`src/shared/rmit_pkg.sv`:
```
// shared types and constants for the register move timing decoder
package rmit_pkg;

	localparam int unsigned OP_W = 6;
	localparam int unsigned BYTES_W = 3;
	localparam int unsigned STATES_W = 7;
	localparam int unsigned WAIT_W = 4;
	localparam int unsigned ADDR_W = 24;
	localparam int unsigned DATA_W = 32;

	// source mode saves one opcode byte and one state on every form
	localparam logic [BYTES_W-1:0] SRC_BYTE_SAVE = 3'h1;
	localparam logic [STATES_W-1:0] SRC_STATE_SAVE = 7'h01;

	// extra states for short direct targets
	localparam logic [STATES_W-1:0] PORT_EXTRA = 7'h01;
	localparam logic [STATES_W-1:0] SFR_EXTRA = 7'h02;

	// external memory extras: byte N+2, word 2(N+1), dword 4(N+2)
	localparam logic [STATES_W-1:0] EXT_BYTE_ADD = 7'h02;
	localparam logic [STATES_W-1:0] EXT_WORD_ADD = 7'h01;
	localparam logic [STATES_W-1:0] EXT_DWORD_ADD = 7'h02;
	localparam int unsigned EXT_WORD_SHIFT = 1;
	localparam int unsigned EXT_DWORD_SHIFT = 2;

	// region masks
	localparam logic [ADDR_W-1:0] REGION_64K_MASK = 24'h00FFFF;
	localparam logic [ADDR_W-1:0] REGION_16M_MASK = 24'hFFFFFF;
	localparam logic [ADDR_W-1:0] SHORT_DIR_MASK = 24'h0000FF;

	localparam logic [15:0] UPPER_ZERO = 16'h0000;
	localparam logic [15:0] UPPER_ONES = 16'hFFFF;

	typedef enum logic [OP_W-1:0] {
		OP_MV_B, OP_MV_W, OP_MV_D,
		OP_LI_B, OP_LI_W, OP_LI_DZ, OP_LI_DO,
		OP_LDS_B, OP_LDS_W, OP_LDS_D,
		OP_LDL_B, OP_LDL_W, OP_LDL_D,
		OP_LDI_BW, OP_LDI_BD, OP_LDI_WW, OP_LDI_WD,
		OP_STS_B, OP_STS_W, OP_STS_D,
		OP_STL_B, OP_STL_W, OP_STL_D,
		OP_STI_BW, OP_STI_BD, OP_STI_WW, OP_STI_WD,
		OP_LDX_BW, OP_LDX_WW, OP_LDX_BD, OP_LDX_WD,
		OP_STX_BW, OP_STX_WW, OP_STX_BD, OP_STX_WD
	} rmit_op_t;

	typedef enum logic [1:0] {
		TGT_ONCHIP = 2'h0,
		TGT_PORT = 2'h1,
		TGT_SFR = 2'h2,
		TGT_EXTERNAL = 2'h3
	} rmit_target_t;

	typedef enum logic [1:0] {
		SZ_BYTE = 2'h0,
		SZ_WORD = 2'h1,
		SZ_DWORD = 2'h2
	} rmit_size_t;

	typedef enum logic [2:0] {
		ACC_REG = 3'h0,
		ACC_IMM = 3'h1,
		ACC_SHORT = 3'h2,
		ACC_LONG = 3'h3,
		ACC_IND = 3'h4,
		ACC_DISP = 3'h5
	} rmit_access_t;

	typedef struct packed {
		rmit_op_t op;
		rmit_target_t target;
		logic [DATA_W-1:0] pointer;
		logic [ADDR_W-1:0] displacement;
		logic [15:0] direct_address;
		logic [15:0] immediate;
		logic [DATA_W-1:0] source_data;
	} rmit_req_t;

	typedef struct packed {
		logic [BYTES_W-1:0] bytes;
		logic [STATES_W-1:0] states;
		logic [ADDR_W-1:0] address;
		logic [DATA_W-1:0] data;
	} rmit_res_t;

	typedef enum logic [2:0] {
		ST_IDLE = 3'h1,
		ST_EXEC = 3'h2,
		ST_DONE = 3'h4
	} rmit_state_t;

endpackage

```
`src/rtl/rmit_decoder.sv`:
```
// register move timing decoder: length, state count, address and data
`timescale 1ns/10ps
module rmit_decoder (
	input wire logic clock_i,
	input wire logic nrst_i,
	input wire logic req_valid_i,
	input wire rmit_pkg::rmit_req_t req_i,
	input wire logic source_mode_i,
	input wire logic [rmit_pkg::WAIT_W-1:0] wait_states_i,
	output logic ready_o,
	output logic done_o,
	output rmit_pkg::rmit_res_t res_o
);
	import rmit_pkg::*;

	rmit_state_t state_reg;
	rmit_state_t state_next;
	logic [STATES_W-1:0] count_reg;
	rmit_res_t res_reg;
	rmit_res_t res_next;
	logic [BYTES_W-1:0] bin_bytes;
	logic [STATES_W-1:0] bin_states;
	rmit_size_t op_size;
	rmit_access_t op_access;
	logic wide_pointer;
	logic [STATES_W-1:0] wait_ext;
	logic [STATES_W-1:0] extra_states;
	logic [STATES_W-1:0] total_states;
	logic [BYTES_W-1:0] total_bytes;
	logic [ADDR_W-1:0] ptr_sum;
	logic take;

	assign take = req_valid_i && (state_reg == ST_IDLE);
	assign ready_o = (state_reg == ST_IDLE);
	assign done_o = (state_reg == ST_DONE);
	assign res_o = res_reg;

	// binary-mode base length and states per form
	always_comb begin
		bin_bytes = 3'h3;
		bin_states = 7'h02;
		op_size = SZ_BYTE;
		op_access = ACC_REG;
		wide_pointer = 1'b0;
		case (req_i.op)
			OP_MV_B: begin
				bin_states = 7'h02;
			end
			OP_MV_W: begin
				op_size = SZ_WORD;
				bin_states = 7'h02;
			end
			OP_MV_D: begin
				op_size = SZ_DWORD;
				bin_states = 7'h03;
			end
			OP_LI_B: begin
				op_access = ACC_IMM;
				bin_bytes = 3'h4;
				bin_states = 7'h03;
			end
			OP_LI_W: begin
				op_access = ACC_IMM;
				op_size = SZ_WORD;
				bin_bytes = 3'h5;
				bin_states = 7'h03;
			end
			OP_LI_DZ, OP_LI_DO: begin
				op_access = ACC_IMM;
				op_size = SZ_DWORD;
				bin_bytes = 3'h5;
				bin_states = 7'h05;
			end
			OP_LDS_B, OP_LDS_W, OP_LDS_D: begin
				op_access = ACC_SHORT;
				bin_bytes = 3'h4;
				bin_states = 7'h03;
				if (req_i.op == OP_LDS_W) begin
					op_size = SZ_WORD;
					bin_states = 7'h04;
				end else if (req_i.op == OP_LDS_D) begin
					op_size = SZ_DWORD;
					bin_states = 7'h06;
				end
			end
			OP_LDL_B, OP_LDL_W, OP_LDL_D: begin
				op_access = ACC_LONG;
				bin_bytes = 3'h5;
				bin_states = 7'h03;
				if (req_i.op == OP_LDL_W) begin
					op_size = SZ_WORD;
					bin_states = 7'h04;
				end else if (req_i.op == OP_LDL_D) begin
					op_size = SZ_DWORD;
					bin_states = 7'h06;
				end
			end
			OP_LDI_BW, OP_LDI_BD, OP_LDI_WW, OP_LDI_WD: begin
				op_access = ACC_IND;
				bin_bytes = 3'h4;
				bin_states = 7'h03;
				if (req_i.op == OP_LDI_BD) begin
					wide_pointer = 1'b1;
					bin_states = 7'h04;
				end else if (req_i.op == OP_LDI_WW) begin
					op_size = SZ_WORD;
					bin_states = 7'h04;
				end else if (req_i.op == OP_LDI_WD) begin
					op_size = SZ_WORD;
					wide_pointer = 1'b1;
					bin_states = 7'h05;
				end
			end
			OP_STS_B, OP_STS_W, OP_STS_D: begin
				op_access = ACC_SHORT;
				bin_bytes = 3'h4;
				bin_states = 7'h04;
				if (req_i.op == OP_STS_W) begin
					op_size = SZ_WORD;
					bin_states = 7'h05;
				end else if (req_i.op == OP_STS_D) begin
					op_size = SZ_DWORD;
					bin_states = 7'h07;
				end
			end
			OP_STL_B, OP_STL_W, OP_STL_D: begin
				op_access = ACC_LONG;
				bin_bytes = 3'h5;
				bin_states = 7'h04;
				if (req_i.op == OP_STL_W) begin
					op_size = SZ_WORD;
					bin_states = 7'h05;
				end else if (req_i.op == OP_STL_D) begin
					op_size = SZ_DWORD;
					bin_states = 7'h07;
				end
			end
			OP_STI_BW, OP_STI_BD, OP_STI_WW, OP_STI_WD: begin
				op_access = ACC_IND;
				bin_bytes = 3'h4;
				bin_states = 7'h04;
				if (req_i.op == OP_STI_BD) begin
					wide_pointer = 1'b1;
					bin_states = 7'h05;
				end else if (req_i.op == OP_STI_WW) begin
					op_size = SZ_WORD;
					bin_states = 7'h05;
				end else if (req_i.op == OP_STI_WD) begin
					op_size = SZ_WORD;
					wide_pointer = 1'b1;
					bin_states = 7'h06;
				end
			end
			OP_LDX_BW, OP_LDX_WW, OP_LDX_BD, OP_LDX_WD: begin
				op_access = ACC_DISP;
				bin_bytes = 3'h5;
				bin_states = 7'h06;
				if (req_i.op == OP_LDX_WW) begin
					op_size = SZ_WORD;
					bin_states = 7'h07;
				end else if (req_i.op == OP_LDX_BD) begin
					wide_pointer = 1'b1;
					bin_states = 7'h07;
				end else if (req_i.op == OP_LDX_WD) begin
					op_size = SZ_WORD;
					wide_pointer = 1'b1;
					bin_states = 7'h08;
				end
			end
			OP_STX_BW, OP_STX_WW, OP_STX_BD, OP_STX_WD: begin
				op_access = ACC_DISP;
				bin_bytes = 3'h5;
				bin_states = 7'h06;
				if (req_i.op == OP_STX_WW) begin
					op_size = SZ_WORD;
					bin_states = 7'h07;
				end else if (req_i.op == OP_STX_BD) begin
					wide_pointer = 1'b1;
					bin_states = 7'h07;
				end else if (req_i.op == OP_STX_WD) begin
					op_size = SZ_WORD;
					wide_pointer = 1'b1;
					bin_states = 7'h08;
				end
			end
			default: begin
				bin_bytes = 3'h3;
				bin_states = 7'h02;
			end
		endcase
	end

	// external memory penalty by operand size
	always_comb begin
		wait_ext = 7'h00;
		case (op_size)
			SZ_BYTE: begin
				wait_ext = {3'h0, wait_states_i} + EXT_BYTE_ADD;
			end
			SZ_WORD: begin
				wait_ext = 7'(({3'h0, wait_states_i} + EXT_WORD_ADD) << EXT_WORD_SHIFT);
			end
			SZ_DWORD: begin
				wait_ext = 7'(({3'h0, wait_states_i} + EXT_DWORD_ADD) << EXT_DWORD_SHIFT);
			end
			default: begin
				wait_ext = 7'h00;
			end
		endcase
	end

	// target dependent extra states
	always_comb begin
		extra_states = 7'h00;
		if (op_access == ACC_SHORT) begin
			if (req_i.target == TGT_PORT) begin
				extra_states = PORT_EXTRA;
			end else if (req_i.target == TGT_SFR) begin
				extra_states = SFR_EXTRA;
			end
		end else if (op_access == ACC_LONG || op_access == ACC_IND || op_access == ACC_DISP) begin
			if (req_i.target == TGT_EXTERNAL) begin
				extra_states = wait_ext;
			end
		end
	end

	// mode applies the same saving to every form
	always_comb begin
		total_bytes = bin_bytes;
		total_states = bin_states + extra_states;
		if (source_mode_i) begin
			total_bytes = bin_bytes - SRC_BYTE_SAVE;
			total_states = bin_states - SRC_STATE_SAVE + extra_states;
		end
	end

	// effective address and region wrap
	always_comb begin
		ptr_sum = 24'h000000;
		case (op_access)
			ACC_SHORT: begin
				ptr_sum = {8'h00, req_i.direct_address} & SHORT_DIR_MASK;
			end
			ACC_LONG: begin
				ptr_sum = {8'h00, req_i.direct_address} & REGION_64K_MASK;
			end
			ACC_IND: begin
				if (wide_pointer) begin
					ptr_sum = req_i.pointer[ADDR_W-1:0] & REGION_16M_MASK;
				end else begin
					ptr_sum = req_i.pointer[ADDR_W-1:0] & REGION_64K_MASK;
				end
			end
			ACC_DISP: begin
				if (wide_pointer) begin
					ptr_sum = (req_i.pointer[ADDR_W-1:0] + req_i.displacement)
						& REGION_16M_MASK;
				end else begin
					ptr_sum = ({8'h00, req_i.pointer[15:0]}
						+ {8'h00, req_i.displacement[15:0]})
						& REGION_64K_MASK;
				end
			end
			default: begin
				ptr_sum = 24'h000000;
			end
		endcase
	end

	// result word captured at acceptance
	always_comb begin
		res_next.bytes = total_bytes;
		res_next.states = total_states;
		res_next.address = ptr_sum;
		res_next.data = req_i.source_data;
		case (req_i.op)
			OP_LI_B: begin
				res_next.data = {24'h000000, req_i.immediate[7:0]};
			end
			OP_LI_W: begin
				res_next.data = {UPPER_ZERO, req_i.immediate};
			end
			OP_LI_DZ: begin
				res_next.data = {UPPER_ZERO, req_i.immediate};
			end
			OP_LI_DO: begin
				res_next.data = {UPPER_ONES, req_i.immediate};
			end
			default: begin
				if (op_size == SZ_BYTE) begin
					res_next.data = {24'h000000, req_i.source_data[7:0]};
				end else if (op_size == SZ_WORD) begin
					res_next.data = {UPPER_ZERO, req_i.source_data[15:0]};
				end
			end
		endcase
	end

	// sequencer next state
	always_comb begin
		state_next = state_reg;
		case (state_reg)
			ST_IDLE: begin
				if (req_valid_i) begin
					state_next = ST_EXEC;
				end
			end
			ST_EXEC: begin
				if (count_reg == 7'h01) begin
					state_next = ST_DONE;
				end
			end
			ST_DONE: begin
				state_next = ST_IDLE;
			end
			default: begin
				state_next = ST_IDLE;
			end
		endcase
	end

	always_ff @(posedge clock_i or negedge nrst_i) begin
		if (!nrst_i) begin
			state_reg <= ST_IDLE;
		end else begin
			state_reg <= state_next;
		end
	end

	// one clock per state of the instruction
	always_ff @(posedge clock_i or negedge nrst_i) begin
		if (!nrst_i) begin
			count_reg <= 7'h00;
		end else if (take) begin
			count_reg <= total_states;
		end else if (state_reg == ST_EXEC) begin
			count_reg <= count_reg - 7'h01;
		end
	end

	always_ff @(posedge clock_i or negedge nrst_i) begin
		if (!nrst_i) begin
			res_reg <= '0;
		end else if (take) begin
			res_reg <= res_next;
		end
	end

endmodule

```
`config.mk`:
```
export PLATFORM = sky130hd
export DESIGN_NAME = rmit_decoder
export DESIGN_NICKNAME = d
export VERILOG_FILES = /design/src/shared/rmit_pkg.sv /design/src/rtl/rmit_decoder.sv
export SDC_FILE = /design/constraint.sdc
export NUM_CORES = 1
export LEC_CHECK = 0
export BUFFER_PORTS_ARGS = -buffer_cell sky130_fd_sc_hd__clkbuf_2
export CAP_MARGIN = 20
export CORE_MARGIN = 3
export CORE_UTILIZATION = 35
export CTS_BUF_LIST = sky130_fd_sc_hd__clkbuf_8
export CTS_CLUSTER_SIZE = 24
export DETAILED_ROUTE_END_ITERATION = 6
export GPL_ROUTABILITY_DRIVEN = 0
export PLACE_DENSITY = 0.68
export SLEW_MARGIN = 15
export SYNTH_ARGS = -nofsm -noshare
export SYNTH_HDL_FRONTEND = slang
export SYNTH_SLANG_ARGS = --single-unit
```
`constraint.sdc`:
```
create_clock -name clock_i -period 3.5 [get_ports clock_i]
set_clock_uncertainty 0.15 [all_clocks]
set_input_delay 0.175 -clock clock_i [delete_from_list [all_inputs] [get_ports clock_i]]
set_output_delay 0.175 -clock clock_i [all_outputs]
set_load 0.02 [all_outputs]
```
==> results.md <==
| Step | Parameter | Value |
| --- | --- | --- |
| run status | Outcome | complete, no violations |
| synth | EDFF count, synth | 0 |
| floorplanning | Core region area | 16800 um2 |
| finish | Relative area change from synthesis to final layout | 47.3% |
| synth | Async SR Flop Fraction | 100% |
| synth | Top flip-flop cell by instance count after synthesis | sky130_fd_sc_hd__dfrtp_1 |
| sta | Slew of the pin with the lowest slew margin | 1.00 ns |
| finish | Number of nets in the finished design | 1260 |
| sta | Maximum clock frequency | 311 MHz |
| placement | Post-detailed-placement half-perimeter wirelength | 15000 um |
| synth | Post-synthesis cell area | 6040 um2 |
| placement | Place WS | -0.249 ns |
| global route | Tot GR Track Use | 21.0% |
| finish | Largest register FFs | 66 |
| clock network | Worst skew pair latency | 0.36 ns |
| sta | Minimum setup slack in the final design | 0.285 ns |
| synth | Post-Synthesis Cells | 744 |
| finish | Layout cell share with drive strength beyond 1 | 30.8% |
| routing | Violation count after the first detailed-routing iteration | 419 |
| routing | Detail Route Antenna Nets | 0 |
| finish | Fin util | 53.1% |
| routing | Number of search-and-repair iterations in the first detailed-routing pass | 6 |
| floorplanning | Cell row count | 47 |
| floorplanning | Initial standard-cell utilization of the core | 36.0% |
| clock network | Total clock sinks | 76 |
| floorplanning | Die X | 137 um |
| power and ir drop | Pwr per Cell Area | 526 nW/um2 |
| sta | Number of slew-limit violations in the final report | 0 |
| power and ir drop | Peak supply drop | 0.326 mV |
| synth | Number of warnings issued by yosys | 0 |
| sta | Max-Slew Margin vs Limit | 32.4% |
| global route | Global-route congestion overflow total | 0 |
| min path | Hold WC Path Type | in -> reg |
| synth | Synth top area share | 31.1% |
| synth | Number of distinct library cell variants in the gate-level netlist after synthesis | 78 |
| floorplanning | Ports | 204 |
| floorplanning | Die H | 137 um |
| critical path | CP endpoint kind | register |
| synth | Mean area per synthesized cell | 8.11 um2 |
| sta | Setup Total Neg Slack | 0 ns |
| critical path | Biggest fanout along the worst timing path | 8 |
| global route | Via count of the first global-routing pass | 6636 |
| sta | RSZ-0062 raised after global routing | false |
| routing | Detailed-route via count | 6876 |
| placement | Number of buffer cells added on primary ports | 195 |
| critical path | Launching element type of the critical path | primary input |
| global route | Global-route wire length before repair | 31700 um |
| synth | Share of the yosys chip area belonging to registers | 31.5% |
| job | Max-capacitance violation count | 0 |
| clock network | H-tree level count | 3 |
| synth | Number of nets produced by synthesis | 924 |
| routing | DR WL/cell | 15.5 um |
| routing | Number of vias per cell after detailed routing | 5.27 |
| critical path | Critical path type | in -> reg |
| routing | Detailed-route DRC error count | 0 |
| sta | Shortest period the worst path allows | 3.21 ns |
| global route | Initial antenna violation count | 0 |
| clock network | Clock tree from TritonCTS | yes |
| sta | Final setup violation count | 0 |
| synth | Most used standard cell by instance count after synthesis | sky130_fd_sc_hd__nor2_1 |
| clock network | Worst-case clock buffer depth | 2 |
| finish | Antenna cell count | 0 |
| sta | Final hold violations | 0 |
| routing | Total Wirelength | 20200 um |
| critical path | Endpoint arrival time on the critical path | 3.34 ns |
| clock network | Clock transition at path regs | 0.09 ns |
| sta | Part of the cycle the worst path needs | 91.8% |
| critical path | Req. time, crit path | 3.63 ns |
| synth | Leading cell types by count after synthesis | sky130_fd_sc_hd__nor2_1 (113), sky130_fd_sc_hd__nand2_1 (78), sky130_fd_sc_hd__dfrtp_1 (75) |
| floorplanning | Area enclosed by the die boundary | 18900 um2 |
| clock network | Clk root buf | sky130_fd_sc_hd__clkbuf_8 |
| synth | Number of flip-flops and latches in the synthesized netlist | 76 |
| clock network | Total clock buffers created by CTS | 9 |
| finish | Final cell count without fillers | 1304 |
| placement | Cell count after placement | 1210 |
| power and ir drop | Static leakage | 4.34 nW |
| synth | Post-synth top area cell | sky130_fd_sc_hd__dfrtp_1 |
| synth | Biggest area contributors in the synthesized netlist | sky130_fd_sc_hd__dfrtp_1 (31%), sky130_fd_sc_hd__ha_1 (8.5%), sky130_fd_sc_hd__nor2_1 (7.0%) |
| global route | Pin count of the biggest net entering global routing | 62 |
-- per-layer routing --
layer	GRT usage, %	vias up	routed length, um
met5	0	-	0
met4	6.04	0	408
met3	4.49	35	1270
met2	37.5	245	10200
met1	25.3	3255	8320
li1	-	3341	-
-- area by class of cell --
type / count / area, um2
clock buffers: 9 / 124
clock inverters: 6 / 111
fillers: 1550 / 7870
inverters: 37 / 139
multi-input cells: 594 / 3900
flip-flops and latches: 76 / 1900
well taps: 220 / 275
repair buffers: 362 / 2440
-- metrics by stage --
step | power (mW) | hold slack, ns | cell area, um2
final | 4.68 | 0.0261 | 8890
after global routing | 5.02 | 0.0346 | 8890
after CTS | 4.69 | 0.000394 | 8830
after detailed placement | 3.75 | 0.157 | 7820
after global placement | 3.70 | 0.159 | 7820
after floorplan | 2.90 | -0.271 | 6050
-- power breakdown --
| part | internal, mW | switching [mW] | leakage, nW |
|---|---|---|---|
| sequential | 1.27 | 0.229 | 0.937 |
| clock | 0.471 | 0.352 | 0.116 |
| combinational | 0.938 | 1.42 | 3.29 |
| total | 2.68 | 2.00 | 4.34 |
-- worst paths after layout --
kind / slack (ns) / end / from / depth (start not counted)
min in group asynchronous: 0.28 / res_o[60] / nrst_i / 2
max in group asynchronous: 2.17 / res_o[14] / nrst_i / 3
max reg2reg: 0.59 / res_o[15] / state_reg[0] / 6
max: 0.29 / count_reg[6] / req_i[124] / 17
min reg2reg: 0.33 / res_o[58] / res_o[58] / 2
min: 0.03 / res_o[36] / req_i[92] / 3
-- logic make-up after synthesis --
logic type | Yosys count | synth area share (%)
compound gates | 241 | 27.0
flops | 76 | 31.5
buf+inv | 74 | 5.10
xor+xnor | 43 | 6.24
fa+ha+maj | 45 | 9.66
mux | 11 | 1.87
simple gates | 254 | 18.6
-- timing repair --
item,4_1_cts,5_1_grt
hold buffers,77,0
gates resized for setup,0,16
setup endpoints to repair,0,8
buffers inserted,0,2
endpoints found under the hold margin,112,0
-- placed cells by master (no fill, tap or decap), types with 7 or more instances in the layout --
cell                            count
sky130_fd_sc_hd__a221oi_1          11
sky130_fd_sc_hd__nor2_1           113
sky130_fd_sc_hd__dfrtp_1           75
sky130_fd_sc_hd__xor2_1            16
sky130_fd_sc_hd__a21oi_1           59
sky130_fd_sc_hd__a31oi_1            7
sky130_fd_sc_hd__nor3_1            11
sky130_fd_sc_hd__clkbuf_2         191
sky130_fd_sc_hd__a222oi_1          14
sky130_fd_sc_hd__a21o_1            14
sky130_fd_sc_hd__clkbuf_8           9
sky130_fd_sc_hd__mux2i_1            9
sky130_fd_sc_hd__nor2b_1            8
sky130_fd_sc_hd__buf_4             90
sky130_fd_sc_hd__nand2b_1           7
sky130_fd_sc_hd__xnor2_1           27
sky130_fd_sc_hd__inv_1             36
sky130_fd_sc_hd__nand2_1           77
sky130_fd_sc_hd__ha_1              39
sky130_fd_sc_hd__nand3_1            9
sky130_fd_sc_hd__dlygate4sd3_1     77
sky130_fd_sc_hd__o21ai_0           52
-- worst max-delay path: stages --
cell,delay [ns]
sky130_fd_sc_hd__clkbuf_4,0.15
sky130_fd_sc_hd__nand2b_1,0.18
sky130_fd_sc_hd__maj3_1,0.35
sky130_fd_sc_hd__o221ai_1,0.22
sky130_fd_sc_hd__a21oi_2,0.09
sky130_fd_sc_hd__buf_4,0.15
sky130_fd_sc_hd__a32o_1,0.26
sky130_fd_sc_hd__ha_1,0.21
sky130_fd_sc_hd__fa_1,0.41
sky130_fd_sc_hd__a21oi_1,0.16
sky130_fd_sc_hd__nor2_1,0.05
sky130_fd_sc_hd__nor2_1,0.14
sky130_fd_sc_hd__nor2b_1,0.10
sky130_fd_sc_hd__and3_1,0.17
sky130_fd_sc_hd__o31ai_1,0.23
sky130_fd_sc_hd__a21oi_2,0.08
sky130_fd_sc_hd__a211oi_2,0.20
No activity file was read; power rests on OpenSTA's default activity.
